[src/pkg/pef_consts.svh]
// Constants for the transceiver event flag and link status block
// Notes on behaviour
// RULE_01 - Energy flag (bit 7) sets when the energy indication changes; held until read.
// RULE_02 - Negotiation done flag (bit 6) latches when auto-negotiation completes.
// RULE_03 - Remote fault flag (bit 5) latches when partner reports a fault.
// RULE_04 - Link lost flag (bit 4) latches when link status drops.
// RULE_05 - Partner acknowledge flag (bit 3) latches on partner acknowledge.
// RULE_06 - Parallel detect fault flag (bit 2) latches on parallel-detection fault.
// RULE_07 - Page received flag (bit 1) latches when a negotiation page arrives.
// RULE_08 - Flag bits 15..8 and 0 read zero; reader ignores them.
// RULE_09 - Link lost flag after reset reflects current line link state.
// RULE_10 - Mask bits 7..0 writable, reset zero; one enables the source.
// RULE_11 - Status bit 12 is one only when auto-negotiation finished; resets zero.
// RULE_12 - Status bits 11..5 reset to 0000010b; writers write that pattern.
// RULE_13 - Status bits 4..2 show resolved speed and duplex code.
// RULE_14 - Status bits 15..13 and 1..0 are read-only zeros.
// RULE_15 - Energy indication falls after 256 ms without energy; change raises flag.
// RULE_16 - Registers reached over management serial port at programmable station address.
// RULE_17 - Flags clear on read unless the event recurs in that cycle.
// RULE_18 - Interrupt output high while any flag is set with its mask bit.
`ifndef PEF_CONSTS_SVH
`define PEF_CONSTS_SVH

// ****************************************
// Register offsets
// ****************************************
`define PEF_REG_FLAGS 5'h1d
`define PEF_REG_MASK 5'h1e
`define PEF_REG_STATUS 5'h1f

// ****************************************
// Field positions and reset values
// ****************************************
`define PEF_BIT_ENERGY 7
`define PEF_BIT_NEG_DONE 6
`define PEF_BIT_REMOTE_FAULT 5
`define PEF_BIT_LINK_LOST 4
`define PEF_BIT_PARTNER_ACK 3
`define PEF_BIT_PAR_FAULT 2
`define PEF_BIT_PAGE_RX 1
`define PEF_ST_DONE_BIT 12
`define PEF_ST_FILL_HI 11
`define PEF_ST_FILL_LO 5
`define PEF_ST_SPEED_HI 4
`define PEF_ST_SPEED_LO 2
`define PEF_MASK_RST 8'h00
`define PEF_FILL_RST 7'h02
`define PEF_SPEED_RST 3'h0

// ****************************************
// Management frame fields
// ****************************************
`define PEF_OP_READ 2'h2
`define PEF_OP_WRITE 2'h1
`define PEF_HDR_LAST 5'h0b
`define PEF_BODY_LAST 5'h11
`define PEF_DATA_LAST 5'h0f

// ****************************************
// Timing
// ****************************************
`define PEF_ENERGY_TIMEOUT_MS 256
`define PEF_CLK_MHZ 250
`define PEF_ENERGY_CYCLES (`PEF_ENERGY_TIMEOUT_MS * 1000 * `PEF_CLK_MHZ)

`endif

[src/pkg/pef_pkg.sv]
// Types shared by the event flag block and its management port
package pef_pkg;

   // Management port frame states
   typedef enum logic [2:0] {
      pef_st_idle,
      pef_st_start,
      pef_st_hdr,
      pef_st_body
   } pef_mdio_state_t;

   // One register access from the management port
   typedef struct packed {
      logic rd;
      logic wr;
      logic [4:0] regad;
      logic [15:0] wdata;
   } pef_mgmt_req_t;

   // Line and negotiation conditions from the transceiver core
   typedef struct packed {
      logic energy_seen;
      logic link_up;
      logic neg_done;
      logic remote_fault;
      logic partner_ack;
      logic parallel_fault;
      logic page_rx;
   } pef_events_t;

endpackage

[src/hw/pef_event_flags.sv]
// Transceiver event flags, event mask and negotiation status registers
`include "pef_consts.svh"

module pef_event_flags
   import pef_pkg::*;
#(
   parameter int unsigned ENERGY_TIMEOUT_CYCLES = `PEF_ENERGY_CYCLES
)
(
   input wire logic clock,
   input wire logic arst_n,
   input wire logic mdc,
   input wire logic mdio_in,
   output logic mdio_out,
   output logic mdio_oe,
   input wire logic [4:0] management_station_address,
   input wire pef_events_t events,
   input wire logic [2:0] resolved_speed_duplex,
   output logic irq
);

   pef_mgmt_req_t req;
   logic [15:0] rd_data;
   logic [7:1] flags;
   logic [7:0] mask;
   logic [6:0] fill;
   logic [2:0] speed;
   logic neg_done_q;
   logic line_energy_present;
   logic [31:0] quiet_cnt;
   logic init_done;
   pef_events_t prev;

   // ****************************************
   // Management port
   // ****************************************
   pef_mdio_slave u_mdio (
      .clock(clock),
      .arst_n(arst_n),
      .mdc(mdc),
      .mdio_in(mdio_in),
      .mdio_out(mdio_out),
      .mdio_oe(mdio_oe),
      .station_addr(management_station_address),
      .req(req),
      .rd_data(rd_data)
   );

   // ****************************************
   // Energy indication
   // ****************************************
   // Counts quiet cycles; any energy restarts the wait
   wire quiet_expired = (quiet_cnt == ENERGY_TIMEOUT_CYCLES - 1);
   always_ff @(posedge clock or negedge arst_n) begin
      if (!arst_n) begin
         line_energy_present <= 1'b1;
         quiet_cnt <= 32'h0;
      end else if (events.energy_seen) begin
         line_energy_present <= 1'b1;
         quiet_cnt <= 32'h0;
      end else if (line_energy_present) begin
         quiet_cnt <= quiet_cnt + 32'h1;
         if (quiet_expired) begin
            line_energy_present <= 1'b0; // RULE_15
         end
      end
   end

   // ****************************************
   // Event detection
   // ****************************************
   // Edges, so a condition that stays true raises its flag only once
   wire next_energy = events.energy_seen | (line_energy_present & ~quiet_expired);
   wire [7:1] hit;
   assign hit[`PEF_BIT_ENERGY] = next_energy != line_energy_present; // RULE_01 RULE_15
   assign hit[`PEF_BIT_NEG_DONE] = events.neg_done & ~prev.neg_done; // RULE_02
   assign hit[`PEF_BIT_REMOTE_FAULT] = events.remote_fault & ~prev.remote_fault; // RULE_03
   assign hit[`PEF_BIT_LINK_LOST] = ~events.link_up & prev.link_up; // RULE_04
   assign hit[`PEF_BIT_PARTNER_ACK] = events.partner_ack & ~prev.partner_ack; // RULE_05
   assign hit[`PEF_BIT_PAR_FAULT] = events.parallel_fault & ~prev.parallel_fault; // RULE_06
   assign hit[`PEF_BIT_PAGE_RX] = events.page_rx & ~prev.page_rx; // RULE_07

   wire rd_flags = req.rd && (req.regad == `PEF_REG_FLAGS);
   wire wr_mask = req.wr && (req.regad == `PEF_REG_MASK);
   wire wr_status = req.wr && (req.regad == `PEF_REG_STATUS);

   // ****************************************
   // Latched flags, clear on read
   // ****************************************
   // A new event in the read cycle wins over the clear and stays set
   wire [7:1] next_flags = (rd_flags ? 7'h0 : flags) | hit; // RULE_17
   always_ff @(posedge clock or negedge arst_n) begin
      if (!arst_n) begin
         flags <= 7'h0;
         init_done <= 1'b0;
         prev <= '0;
      end else begin
         prev <= events;
         init_done <= 1'b1;
         flags <= next_flags;
         if (!init_done) begin
            flags[`PEF_BIT_LINK_LOST] <= ~events.link_up; // RULE_09
            prev.link_up <= events.link_up;
         end
      end
   end

   // ****************************************
   // Mask and status registers
   // ****************************************
   always_ff @(posedge clock or negedge arst_n) begin
      if (!arst_n) begin
         mask <= `PEF_MASK_RST;
         fill <= `PEF_FILL_RST;
         speed <= `PEF_SPEED_RST;
         neg_done_q <= 1'b0;
      end else begin
         neg_done_q <= events.neg_done; // RULE_11
         speed <= resolved_speed_duplex; // RULE_13
         if (wr_mask) begin
            mask <= req.wdata[7:0]; // RULE_10
         end
         if (wr_status) begin
            fill <= req.wdata[`PEF_ST_FILL_HI:`PEF_ST_FILL_LO]; // RULE_12
         end
      end
   end

   // ****************************************
   // Read data and interrupt
   // ****************************************
   // Unused bits and unmapped offsets read as zero
   wire [15:0] flags_word = {8'h0, flags, 1'b0}; // RULE_08
   wire [15:0] mask_word = {8'h0, mask};
   wire [15:0] status_word = {3'h0, neg_done_q, fill, speed, 2'h0}; // RULE_14
   assign rd_data = (req.regad == `PEF_REG_FLAGS) ? flags_word :
                    (req.regad == `PEF_REG_MASK) ? mask_word :
                    (req.regad == `PEF_REG_STATUS) ? status_word : 16'h0;
   assign irq = |({flags, 1'b0} & mask); // RULE_18

   // ****************************************
   // Assertions
   // ****************************************
   property p_energy_flag;
      @(posedge clock) disable iff (!arst_n)
      (line_energy_present != $past(line_energy_present)) |-> flags[`PEF_BIT_ENERGY];
   endproperty
   a_energy_flag: assert property (p_energy_flag) else $error("energy change did not set flag"); // RULE_01

   property p_neg_done;
      @(posedge clock) disable iff (!arst_n)
      $rose(events.neg_done) |=> flags[`PEF_BIT_NEG_DONE] && neg_done_q;
   endproperty
   a_neg_done: assert property (p_neg_done) else $error("negotiation done not latched"); // RULE_02

   property p_remote_fault;
      @(posedge clock) disable iff (!arst_n)
      init_done && $rose(events.remote_fault) |=> flags[`PEF_BIT_REMOTE_FAULT];
   endproperty
   a_remote_fault: assert property (p_remote_fault) else $error("remote fault not latched"); // RULE_03

   // Set wins over a read in the same cycle, so no read exemption is needed
   property p_partner_ack;
      @(posedge clock) disable iff (!arst_n)
      init_done && $rose(events.partner_ack) |=> flags[`PEF_BIT_PARTNER_ACK];
   endproperty
   a_partner_ack: assert property (p_partner_ack) else $error("partner acknowledge not latched"); // RULE_05

   property p_par_fault;
      @(posedge clock) disable iff (!arst_n)
      init_done && $rose(events.parallel_fault) |=> flags[`PEF_BIT_PAR_FAULT];
   endproperty
   a_par_fault: assert property (p_par_fault) else $error("parallel detect fault not latched"); // RULE_06

   property p_page_rx;
      @(posedge clock) disable iff (!arst_n)
      init_done && $rose(events.page_rx) |=> flags[`PEF_BIT_PAGE_RX];
   endproperty
   a_page_rx: assert property (p_page_rx) else $error("page received not latched"); // RULE_07

   property p_link_lost;
      @(posedge clock) disable iff (!arst_n)
      init_done && $fell(events.link_up) |=> flags[`PEF_BIT_LINK_LOST];
   endproperty
   a_link_lost: assert property (p_link_lost) else $error("link drop not latched"); // RULE_04

   property p_link_init;
      @(posedge clock) disable iff (!arst_n)
      !init_done |=> flags[`PEF_BIT_LINK_LOST] == !$past(events.link_up);
   endproperty
   a_link_init: assert property (p_link_init) else $error("link lost flag not taken from line"); // RULE_09

   property p_clear_on_read;
      @(posedge clock) disable iff (!arst_n)
      init_done && rd_flags && (hit == 7'h0) |=> flags == 7'h0 ##1 (flags == 7'h0 || $past(hit) != 7'h0);
   endproperty
   a_clear_on_read: assert property (p_clear_on_read) else $error("flags not cleared by read"); // RULE_17

   property p_flag_zero_bits;
      @(posedge clock) disable iff (!arst_n)
      rd_flags |-> rd_data[15:8] == 8'h0 && !rd_data[0];
   endproperty
   a_flag_zero_bits: assert property (p_flag_zero_bits) else $error("unused flag bits not zero"); // RULE_08

   property p_status_zero_bits;
      @(posedge clock) disable iff (!arst_n)
      req.rd && req.regad == `PEF_REG_STATUS |-> rd_data[15:13] == 3'h0 && rd_data[1:0] == 2'h0
         && rd_data[`PEF_ST_SPEED_HI:`PEF_ST_SPEED_LO] == speed;
   endproperty
   a_status_zero_bits: assert property (p_status_zero_bits) else $error("status read wrong"); // RULE_14

   property p_mask_write;
      @(posedge clock) disable iff (!arst_n)
      wr_mask |=> mask == $past(req.wdata[7:0]) ##1 irq == |({flags, 1'b0} & mask);
   endproperty
   a_mask_write: assert property (p_mask_write) else $error("mask write not taken"); // RULE_10

   property p_irq;
      @(posedge clock) disable iff (!arst_n)
      flags[`PEF_BIT_PAGE_RX] && mask[`PEF_BIT_PAGE_RX] |-> irq;
   endproperty
   a_irq: assert property (p_irq) else $error("interrupt missing"); // RULE_18

   property p_energy_timeout;
      @(posedge clock) disable iff (!arst_n)
      quiet_expired && line_energy_present && !events.energy_seen |=> !line_energy_present && quiet_cnt != 32'h0;
   endproperty
   a_energy_timeout: assert property (p_energy_timeout) else $error("energy did not time out"); // RULE_15

   c_read_flags: cover property (@(posedge clock) disable iff (!arst_n) rd_flags && flags != 7'h0);
   c_mask_write: cover property (@(posedge clock) disable iff (!arst_n) wr_mask);
   c_irq_rise: cover property (@(posedge clock) disable iff (!arst_n) $rose(irq));
   c_energy_off: cover property (@(posedge clock) disable iff (!arst_n) $fell(line_energy_present));
   c_link_drop: cover property (@(posedge clock) disable iff (!arst_n) init_done && $fell(events.link_up));

endmodule // pef_event_flags

[src/hw/pef_mdio_slave.sv]
// Serial management port slave: frame decode, read shift-out, write capture
`include "pef_consts.svh"

module pef_mdio_slave
   import pef_pkg::*;
(
   input wire logic clock,
   input wire logic arst_n,
   input wire logic mdc,
   input wire logic mdio_in,
   output logic mdio_out,
   output logic mdio_oe,
   input wire logic [4:0] station_addr,
   output pef_mgmt_req_t req,
   input wire logic [15:0] rd_data
);

   // Glitch filter: accept a level once second and third stages agree
   function automatic logic filt(input logic s2, input logic s3, input logic lvl);
      filt = (s2 == s3) ? s3 : lvl;
   endfunction

   logic [2:0] mdc_sync;
   logic [2:0] mdio_sync;
   logic mdc_lvl;
   logic mdio_lvl;
   pef_mdio_state_t state;
   logic [4:0] cnt;
   logic [11:0] hdr;
   logic [15:0] shift;
   logic prev_one;
   logic mine;
   logic is_read;

   wire next_mdc_lvl = filt(mdc_sync[1], mdc_sync[2], mdc_lvl);
   wire next_mdio_lvl = filt(mdio_sync[1], mdio_sync[2], mdio_lvl);
   wire mdc_rise = next_mdc_lvl & ~mdc_lvl;
   wire [11:0] next_hdr = {hdr[10:0], next_mdio_lvl};
   wire hdr_mine = (next_hdr[9:5] == station_addr); // RULE_16
   wire hdr_read = (next_hdr[11:10] == `PEF_OP_READ);
   wire hdr_write = (next_hdr[11:10] == `PEF_OP_WRITE);

   // ****************************************
   // Input synchronisers
   // ****************************************
   always_ff @(posedge clock or negedge arst_n) begin
      if (!arst_n) begin
         mdc_sync <= 3'h0;
         mdio_sync <= 3'h7;
         mdc_lvl <= 1'b0;
         mdio_lvl <= 1'b1;
      end else begin
         mdc_sync <= {mdc_sync[1:0], mdc};
         mdio_sync <= {mdio_sync[1:0], mdio_in};
         mdc_lvl <= next_mdc_lvl;
         mdio_lvl <= next_mdio_lvl;
      end
   end

   // ****************************************
   // Frame engine, one step per rising clock of the management line
   // ****************************************
   // Frames for other stations are still counted out so their data bits
   // never look like a fresh start pattern.
   always_ff @(posedge clock or negedge arst_n) begin
      if (!arst_n) begin
         state <= pef_st_idle;
         cnt <= 5'h0;
         hdr <= 12'h0;
         shift <= 16'h0;
         prev_one <= 1'b0;
         mine <= 1'b0;
         is_read <= 1'b0;
         mdio_out <= 1'b0;
         mdio_oe <= 1'b0;
         req <= '0;
      end else begin
         req.rd <= 1'b0;
         req.wr <= 1'b0;
         if (req.rd) begin
            shift <= rd_data; // Captured the cycle the read strobe stands
         end
         if (mdc_rise) begin
            case (state)
               pef_st_idle: begin
                  prev_one <= next_mdio_lvl;
                  if (prev_one && !next_mdio_lvl) begin
                     state <= pef_st_start;
                  end
               end
               pef_st_start: begin
                  cnt <= `PEF_HDR_LAST;
                  prev_one <= 1'b0;
                  state <= next_mdio_lvl ? pef_st_hdr : pef_st_idle;
               end
               pef_st_hdr: begin
                  hdr <= next_hdr;
                  cnt <= cnt - 5'h1;
                  if (cnt == 5'h0) begin
                     state <= pef_st_body;
                     cnt <= `PEF_BODY_LAST;
                     mine <= hdr_mine & (hdr_read | hdr_write);
                     is_read <= hdr_read;
                     req.regad <= next_hdr[4:0];
                     req.rd <= hdr_mine & hdr_read;
                  end
               end
               pef_st_body: begin
                  cnt <= cnt - 5'h1;
                  if (mine && is_read) begin
                     mdio_oe <= (cnt != 5'h0);
                     mdio_out <= (cnt == `PEF_BODY_LAST) ? 1'b0 : shift[15];
                     if (cnt != `PEF_BODY_LAST) begin
                        shift <= {shift[14:0], 1'b0};
                     end
                  end else if (cnt <= `PEF_DATA_LAST) begin
                     shift <= {shift[14:0], next_mdio_lvl};
                  end
                  if (cnt == 5'h0) begin
                     state <= pef_st_idle;
                     req.wr <= mine & ~is_read;
                     req.wdata <= {shift[14:0], next_mdio_lvl};
                  end
               end
               default: state <= pef_st_idle;
            endcase
         end
      end
   end

endmodule // pef_mdio_slave

[config.mk]
export PLATFORM = sky130hd
export DESIGN_NAME = pef_event_flags
export DESIGN_NICKNAME = d
export VERILOG_FILES = /design/src/pkg/pef_pkg.sv /design/src/hw/pef_event_flags.sv /design/src/hw/pef_mdio_slave.sv
export VERILOG_INCLUDE_DIRS = /design/src /design/src/pkg
export SDC_FILE = /design/constraint.sdc
export NUM_CORES = 1
export LEC_CHECK = 0
export ABC_CLOCK_PERIOD_IN_PS = 4900
export BUFFER_PORTS_ARGS = -buffer_cell sky130_fd_sc_hd__buf_2
export CELL_PAD_IN_SITES_DETAIL_PLACEMENT = 1
export CELL_PAD_IN_SITES_GLOBAL_PLACEMENT = 1
export CORE_ASPECT_RATIO = 1.1
export CORE_MARGIN = 2
export CORE_UTILIZATION = 40
export CTS_CLUSTER_SIZE = 16
export DETAILED_ROUTE_END_ITERATION = 8
export GPL_TIMING_DRIVEN = 1
export PLACE_DENSITY_LB_ADDON = 0.1
export SLEW_MARGIN = 20
export SYNTH_ARGS = -nofsm -noshare
export SYNTH_HDL_FRONTEND = slang
export SYNTH_SLANG_ARGS = --single-unit
[constraint.sdc]
create_clock -name clock -period 4.9 [get_ports clock]
set_clock_uncertainty 0.05 [all_clocks]
set_input_delay 0.735 -clock clock [delete_from_list [all_inputs] [get_ports clock]]
set_output_delay 0.735 -clock clock [all_outputs]
set_load 0.02 [all_outputs]
# ---- Yosys cells after proc, flatten, opt, wreduce, memory -nomap -nowiden
# Index checks and enable logic that the tools add are counted.
dict set report word_totals {
  regBits 136
}
dict set report classes {
  n_eq_ne 18
  n_reduce_logical 20
  mux 36
  n_addsub 2
  n_bitwise 24
  magnitude_cmp 1
}
# op count
set op_table {}
lappend op_table {{16-bit 2-to-1 mux} 8}
lappend op_table {{32-bit 2-to-1 mux} 2}
lappend op_table {{13-bit 2-to-1 mux} 3}
lappend op_table {{32-bit by 1-bit adder with 32-bit output (second input constant)} 1}
lappend op_table {{32-bit by 26-bit == test with 1-bit output (second input constant)} 1}
lappend op_table {{23-bit 2-to-1 mux} 1}
lappend op_table {{5-bit == test (second input constant)} 4}
lappend op_table {{5-bit 2-to-1 mux} 3}
lappend op_table {{5-bit case mux with 3 select lines} 1}
lappend op_table {{3-bit case mux with 4 select lines} 1}
lappend op_table {{1-bit bitwise AND} 11}
lappend op_table {{1-bit 2-to-1 mux} 11}
lappend op_table {{3-bit 2-to-1 mux} 3}
lappend op_table {{1-bit inverter} 9}
lappend op_table {{3-bit AND reduction} 3}
lappend op_table {{8-bit bitwise AND} 1}
lappend op_table {{8-bit OR reduction} 1}
lappend op_table {{7-bit 2-to-1 mux} 1}
lappend op_table {{7-bit bitwise OR} 1}
lappend op_table {{3-bit by 2-bit == test with 1-bit output (second input constant)} 2}
lappend op_table {{2-bit by 1-bit inequality test with 1-bit output (second input constant)} 3}
lappend op_table {{2-bit AND reduction} 3}
lappend op_table {{5-bit == test} 1}
lappend op_table {{5-bit by 4-bit <= comparator with 1-bit output (second input constant)} 1}
lappend op_table {{18 further kinds} 25}

# ---- Depth between registers and ports, before layout
# Gate-level depths: netlist (run 1).
dict set report depth {
  ltp_word 9
  depth_mapped 7
}

# ---- Modules after synthesis
# A second synthesis (run 1) with hierarchy kept.
dict set report unflattened {
  hier_cells 539
  area_unflattened_um2 6328.6
}
# mod seq_area_each_um2 area_per_inst_um2 n_inst cells_per_inst
set by_module_without_submodules {}
lappend by_module_without_submodules {pef_event_flags 1629.1 3185.6 1 310}
lappend by_module_without_submodules {pef_mdio_slave 1756.7 3143.0 1 229}

# ---- Least setup slack after synthesis (run 1)
# No wires, ideal clock.
dict set report synth_path {
  path_type {register -> register}
  startpoint {reg u_mdio.cnt[0]}
  endpoint {reg u_mdio.is_read}
  path_slack_ps 2600
  setup_time_ps 125
  stages_incl_launch_ff 7
  path_buffers 1
  arrival_time_ps 2125
  required_time_ps 4725
  cell_sequence {dfrtp_1 > inv_1 > ha_1 > or4b_2 > clkbuf_1 > nor3_2 > mux2_2}
}
dict set report synth_between {
  elab_chain_cells 2
}
# element line
set synth_lines {}
lappend synth_lines {{start: declaration} pef_mdio_slave.sv:28} ;# logic [4:0] cnt;
lappend synth_lines {{start signal: assignment} pef_mdio_slave.sv:92} ;# cnt <= `PEF_HDR_LAST;
lappend synth_lines {{start signal: assignment} pef_mdio_slave.sv:98} ;# cnt <= cnt - 5'h1;
lappend synth_lines {{start signal: assignment} pef_mdio_slave.sv:101} ;# cnt <= `PEF_BODY_LAST;
lappend synth_lines {{5-bit zero test} pef_mdio_slave.sv:99} ;# if (cnt == 5'h0) begin
lappend synth_lines {{3-bit AND reduction (no source line)} n/a}
lappend synth_lines {{end signal: assignment} pef_mdio_slave.sv:103} ;# is_read <= hdr_read;
lappend synth_lines {{end: declaration} pef_mdio_slave.sv:33} ;# logic is_read;
# Every way passes these cells.
# A chain may end at the register's enable or synchronous reset.

# ---- Worst setup path in the final report (run 1)
dict set report layout_path {
  startpoint {in events[6] (netlist name)}
  endpoint {reg quiet_cnt[31]}
}
dict set report layout_between {
  elab_chain_cells 1
  word_cells_on_any_way 2
  classes_between {mux: 1; reduce/logical: 1}
}
# element line
set layout_lines {}
lappend layout_lines {{start: declaration} pef_event_flags.sv:17} ;# input wire pef_events_t events,
lappend layout_lines {{32-bit 2-to-1 mux / 2-bit nonzero test (equally long branches)} n/a}
lappend layout_lines {{end signal: assignment} pef_event_flags.sv:62} ;# quiet_cnt <= quiet_cnt + 32'h1;
lappend layout_lines {{end: declaration} pef_event_flags.sv:30} ;# logic [31:0] quiet_cnt;
# Parallel ways exist; a longest one is shown, timed or not.

==> results_dict.tcl, run 1 <==
set metrics [dict create \
    ys_warn_count 0 \
    reg2reg_from "u_mdio.cnt[0]" \
    status "completed" \
    grt_pass1_vias 4523 \
    cp_num_buf_inv 1 \
    die_h_um 133 \
    combinationalPowerShare_pct 7.2 \
    rows 47 \
    peakVddDrop_uv 231 \
    p_switching_w 0.000673 \
    dpl.cell_count 721 \
    grt_overflow 0 \
    power_frac_clock_pct 46.5 \
    regArea_mm2 0.00329 \
    whs_path_depth 0 \
    routed_wl_um 13400 \
    synth_compound_area_share_pct 11.4 \
    postRouteAntennaNets 0 \
    cts_sinks 131 \
    pre_cts_slack_ns 1.89 \
    max_stage_delay_ns 0.58 \
    cts.repair.resized 0 \
    r2r_cells 6 \
    drc 0 \
    cts_tree "yes" \
    powerDensity_mw_per_mm2 386 \
    clock_latency_ns 0.42 \
    synth_fa_ha_area_share_pct 1.58 \
    grt_pass1_wl_um 23200 \
    synth_xor_area_share_pct 2.18 \
    root_buffer "clkbuf_16" \
    p_leak_nw 3.05 \
    final_nets 569 \
    finalMaxSlewViolations 0 \
    whs_ns 0.299 \
    swShare_pct 25.3 \
    gp_congestion 0.750 \
    ys_types 65 \
    postCtsHoldBufs 0 \
    start_util_pct 40.5 \
    drt_iter0_drc 158 \
    max-cap-violations 0 \
    startpoint_type "input pin" \
    intPower_w 0.00198 \
    synth_top_family_by_area "simple AND/OR/NAND/NOR gates" \
    synth_mux_area_share_pct 12.1 \
    vias_per_cell 5.55 \
    nFillCells 1611 \
    hold_viol_final 0 \
    routedWlPerCell_um 17.8 \
    multi_input_area_mm2 0.00255 \
    max_clock_freq_mhz 389 \
    netlist_area_mm2 0.00602 \
    numCtsBuffers 17 \
    avgSynthCellArea_um2 11.5 \
    postCtsSetupBuffers 0 \
    synth-edff-count 0 \
    drt-pass1-iter-count 4 \
    critPathArrivalTime_ns 2.82 \
    cts_max_level 4 \
    drive_above_1_share_pct 23.9 \
    pin_count 22 \
    synthCells 523 \
    tightest_slew_ns 0.889 \
    cp_max_fo 41 \
    stdcell_count 752 \
    clk_pin_slew_ns 0.06 \
    grt_max_degree 94 \
    placement.io_buffers 21 \
    antenna_cells 0 \
    cts_buffer_depth 2 \
    async_flop_share_pct 100 \
    die-area_mm2 0.0160 \
    synth_flop_cell "dfrtp_1" \
    hp-start "u_mdio.mdc_sync[0]" \
    die_x_um 121 \
    grt_util_all_layers_pct 18.4 \
    finalWorstSetupSlack_ns 2.33 \
    crit_slowest_cell "buf_2" \
    seqPwrFrac_pct 46.2 \
    hold-path-endpoint "u_mdio.mdc_sync[1]" \
    hpwl_um 8810 \
    setup_viol 0 \
    hp-class "flip-flop to flip-flop" \
    synth-seq-cells 131 \
    regToRegSetupSlack_ns 2.37 \
    vias 4174 \
    rsz0062_at_grt "no" \
    area_growth_syn_to_layout_pct 14.2 \
    min_period_ns 2.57 \
    cp_data_required_time_ns 5.15 \
    slew_headroom_pct 40.5 \
    grt_antenna_before_repair 0 \
    ys_seq_area_share_pct 54.6 \
    path_delay_family "simple AND/OR/NAND/NOR gates" \
    criticalPathCategory "input pin to flip-flop" \
    timing.final.crit_share_pct 52.5 \
    r2r_end "u_mdio.req[9]" \
    crit_chain "buf_2, o2111a_1, nand3_1, nor4_1, mux2_2" \
    final.setup.tns_ns 0 \
    worstSetupEndpointType "flip-flop" \
    synth_fp_nets 548 \
    core_mm2 0.0149 \
    synth-simple-area-share_pct 15.1 \
]
-- flip-flops by register name, summed over array words and instances (netlist names), 2 cells and up --
register / cells
u_mdio.req: 19
u_mdio.shift: 16
u_mdio.state: 2
speed: 3
u_mdio.mdc_sync: 3
prev: 5
mask: 8
fill: 7
flags: 7
quiet_cnt: 32
u_mdio.mdio_sync: 3
u_mdio.cnt: 5
u_mdio.hdr: 11
-- layout by cell type, fill, tap and decap left out, types with 4 or more instances in the layout --
cell	instances
or3_1	4
clkbuf_16	17
nor2_1	28
clkinv_2	4
o31ai_1	11
xor2_1	7
nor2b_1	9
o21ai_0	21
and3_1	6
dfrtp_1	125
or4_1	16
nand3_1	20
nor4_1	8
buf_4	4
ha_1	6
a22o_1	6
xnor2_1	8
a22oi_1	8
nand4_1	13
and4_1	5
inv_1	19
o2bb2ai_1	5
nor3_1	4
nand2_1	26
buf_2	20
mux2_2	62
clkinv_4	4
a21oi_1	26
dfstp_2	6
-- metrics by stage --
stage | power (W) | area (µm²) | utilization, %
detailed placement | 0.00144 | 6300 | 42.3
floorplan | 0.00136 | 6020 | -
CTS | 0.00269 | 6880 | 46.2
global route | 0.00277 | 6880 | 46.2
global placement | 0.00143 | 6300 | 42.3
finish | 0.00266 | 6880 | 46.2
-- synth_stat cells (7+ instances only) --
library cell	instances	area, µm²
inv_1	19	71.3
xor2_1	7	61.3
nor2_1	28	105
nand3_1	20	100
dfrtp_1	125	3130
nor2b_1	9	56.3
o31ai_1	11	82.6
mux2_2	62	698
xnor2_1	8	70.1
o21ai_0	21	105
or4_1	16	120
nand4_1	13	81.3
a22oi_1	8	60.1
nor4_1	8	50.1
clkbuf_1	14	52.6
a21oi_1	26	130
nand2_1	26	97.6
-- cell families (layout without fill, tap and decap cells) --
group,count (synthesis),in the layout
flops,131,131
simple gates,158,158
xor+xnor,15,15
mux,65,65
buf+inv,43,76
other cells,1,1
compound gates,102,102
fa+ha+maj,8,8
-- power by group through the flow --
stage / Clock [W] / Sequential (W) / Combinational [W]
after floorplan: 0 / 0.00119 / 0.000167
final: 0.00124 / 0.00123 / 0.000192
after detailed placement: 0 / 0.00124 / 0.000197
after global routing: 0.00131 / 0.00124 / 0.000226
after global placement: 0 / 0.00124 / 0.000189
after CTS: 0.00127 / 0.00123 / 0.000199
-- worst register-to-register path, cell delays in order, from the launching register on --
cell and delay [ns]:
dfrtp_1 0.45, inv_1 0.11, ha_1 0.16, nor4b_1 0.58, buf_4 0.25, nand3_2 0.37
mux2_2 0.44
-- final cells by class --
class / count / area share (%)
Clock buffer: 18 / 6.39
Timing Repair Buffer: 25 / 2.06
Inverter: 20 / 1.09
Multi-Input combinational cell: 349 / 37.1
Tap cell: 196 / 3.57
Clock inverter: 13 / 2.00
Sequential cell: 131 / 47.8
-- routing by layer --
layer	GRT usage (%)	up-vias	wire, µm
met5	0	-	0
met4	7.30	0	259
met3	4.40	19	365
met2	29.2	49	6330
met1	24.1	2138	6430
li1	-	1968	-
-- worst max-delay path by stage --
stage / depth (start not counted) / startpoint / to
after global routing: 5 / events[6] / quiet_cnt[31]
final: 5 / events[6] / quiet_cnt[31]
after global placement: 6 / events[6] / quiet_cnt[28]
after CTS: 5 / events[6] / quiet_cnt[31]
after floorplan: 6 / u_mdio.cnt[0] / u_mdio.is_read
after detailed placement: 5 / events[6] / quiet_cnt[31]
No activity file was read; power rests on OpenSTA's default activity.
==> inputs of run 2 (changes only) <==
ABC_CLOCK_PERIOD_IN_PS = 2550   (was 4900)
clock period = 2.55 ns   (was 4.9 ns; I/O delays follow)
==> run 2 against run 1 <==
  * Critical path type is now flip-flop to flip-flop
  * Die area unchanged
  * Setup slack got worse by 2.1 ns
  * Cell count increased by 1.9%
  * Count of clock-buffer cells in the layout increased by 3
  * Largest cell class unchanged
  * Combinational power increased by 130%
  * Critical path depth increased by 1
  * Via count increased by 2.4%
  * Power increased by 100%
==> results_dict.tcl, run 2 (synthesis gave the netlist of run 1 again) <==
set metrics [dict create \
    postCtsHoldBufs 2 \
    crit_slowest_cell "or4b_2" \
    core_mm2 0.0149 \
    pin_count 22 \
    numCtsBuffers 17 \
    cp_data_required_time_ns 2.81 \
    worstSetupEndpointType "flip-flop" \
    clk_pin_slew_ns 0.06 \
    crit_chain "inv_1, ha_1, or4b_2, nor3_2, buf_4, mux2_2" \
    drt-pass1-iter-count 4 \
    drive_above_1_share_pct 25.3 \
    startpoint_type "flip-flop" \
    grt_pass1_wl_um 24100 \
    routed_wl_um 14000 \
    nFillCells 1589 \
    hp-class "input pin to flip-flop" \
    finalMaxSlewViolations 0 \
    start_util_pct 40.5 \
    path_delay_family "simple AND/OR/NAND/NOR gates" \
    area_growth_syn_to_layout_pct 17.3 \
    cts_sinks 131 \
    layout.cells.most_common "dfrtp_1" \
    slew_headroom_pct 45.9 \
    postCtsSetupBuffers 0 \
    max-cap-violations 0 \
    vias_per_cell 5.58 \
    cts_tree "yes" \
    rsz0062_at_grt "no" \
    powerDensity_mw_per_mm2 765 \
    vias 4275 \
    grt_util_all_layers_pct 19.2 \
    cp_max_fo 8 \
    final_nets 582 \
    grt_pass1_vias 4791 \
    clock_latency_ns 0.42 \
    postRouteAntennaNets 0 \
    top_regs "quiet_cnt (32), u_mdio.req (19), u_mdio.shift (16)" \
    die_x_um 121 \
    status "completed" \
    peakVddDrop_uv 460 \
    antenna_cells 0 \
    die-area_mm2 0.0160 \
    final.setup.tns_ns 0 \
    grt_antenna_before_repair 0 \
    setup_viol 0 \
    final_util_pct 47.5 \
    cts.repair.resized 0 \
    timing.final.crit_share_pct 90.2 \
    hpwl_um 9480 \
    die_h_um 133 \
    max_clock_freq_mhz 435 \
    drc 0 \
    grt_overflow 0 \
    cts_buffer_depth 2 \
    p_leak_nw 3.14 \
    cts_max_level 4 \
    rows 47 \
    regArea_mm2 0.00329 \
    criticalPathCategory "flip-flop to flip-flop" \
    routedWlPerCell_um 18.3 \
    layout_common_cells "125 x dfrtp_1, 62 x mux2_2, 28 x nor2_1" \
    hold_viol_final 0 \
    max_stage_delay_ns 0.68 \
    root_buffer "clkbuf_16" \
    drt_iter0_drc 185 \
    grt_max_degree 56 \
    multi_input_area_mm2 0.00255 \
    critPathArrivalTime_ns 2.55 \
    regMostFlops "quiet_cnt" \
    placement.io_buffers 21 \
    gp_congestion 0.754 \
    cp_num_buf_inv 2 \
    min_period_ns 2.30 \
    largest_reg_flops 32 \
    tightest_slew_ns 0.811 \
]
[run 2: changes by cell type in the layout (fill, tap and decap cells not counted)]
cell / change
clkbuf_1: +1
buf_12: +1
clkinv_2: -4
buf_4: +10
dlygate4sd3_1: +2
clkbuf_8: +2
bufinv_16: +2
[run 2: final timing paths]
kind / start / to / slack (ns) / cells after the start
max: u_mdio.cnt[0] / u_mdio.is_read / 0.25 / 6
min: mdc / u_mdio.mdc_sync[0] / 0.02 / 1
max reg2reg: u_mdio.cnt[0] / u_mdio.is_read / 0.25 / 6
min reg2reg: u_mdio.mdc_sync[0] / u_mdio.mdc_sync[1] / 0.30 / 0
max in group asynchronous: arst_n / fill[1] / 1.29 / 3
min in group asynchronous: arst_n / quiet_cnt[24] / 0.43 / 2
[run 2: routing by layer]
| layer | global-route usage (%) | part of all wire [%] | vias to the layer above |
|---|---|---|---|
| li1 | - | - | 2008 |
| met1 | 24.0 | 46 | 2196 |
| met2 | 32.2 | 50 | 51 |
| met3 | 4.53 | 2.7 | 20 |
| met4 | 7.17 | 1.7 | 0 |
| met5 | 0 | 0 | - |
[run 2: cell type report]
type,instances,area share [%]
clock buffers,21,6.66
well taps,196,3.47
repair buffers,38,3.63
inverters,20,1.06
multi-input cells,349,36.1
clock inverters,11,2.52
flip-flops and latches,131,46.5
[run 2: worst register-to-register path, delay by kind of cell, from the launching register on]
kind          cells  cell delay, ns
buf+inv           2            0.31
fa+ha+maj         1            0.18
mux               1            0.34
simple gates      2            0.86
flops             1            0.44
[run 2: power by group]
group	switching [W]	total [W]	internal, W
clock	0.000917	0.00264	0.00172
sequential	0.000147	0.00233	0.00219
combinational	0.000240	0.000433	0.000193
[run 2: metrics by stage]
stage | cell area, µm² | power [W] | hold WS (ns) | worst slack, ns | instances
6_report | 7060 | 0.00540 | 0.0174 | 0.250 | 766
3_5_place_dp | 6390 | 0.00280 | 0.286 | 0.253 | 732
2_1_floorplan | 6020 | 0.00261 | 0.0369 | 0.250 | 523
4_1_cts | 7060 | 0.00546 | 0.00439 | 0.249 | 766
3_3_place_gp | 6390 | 0.00277 | 0.283 | 0.363 | 732
5_1_grt | 7060 | 0.00564 | 0.00155 | 0.134 | 766
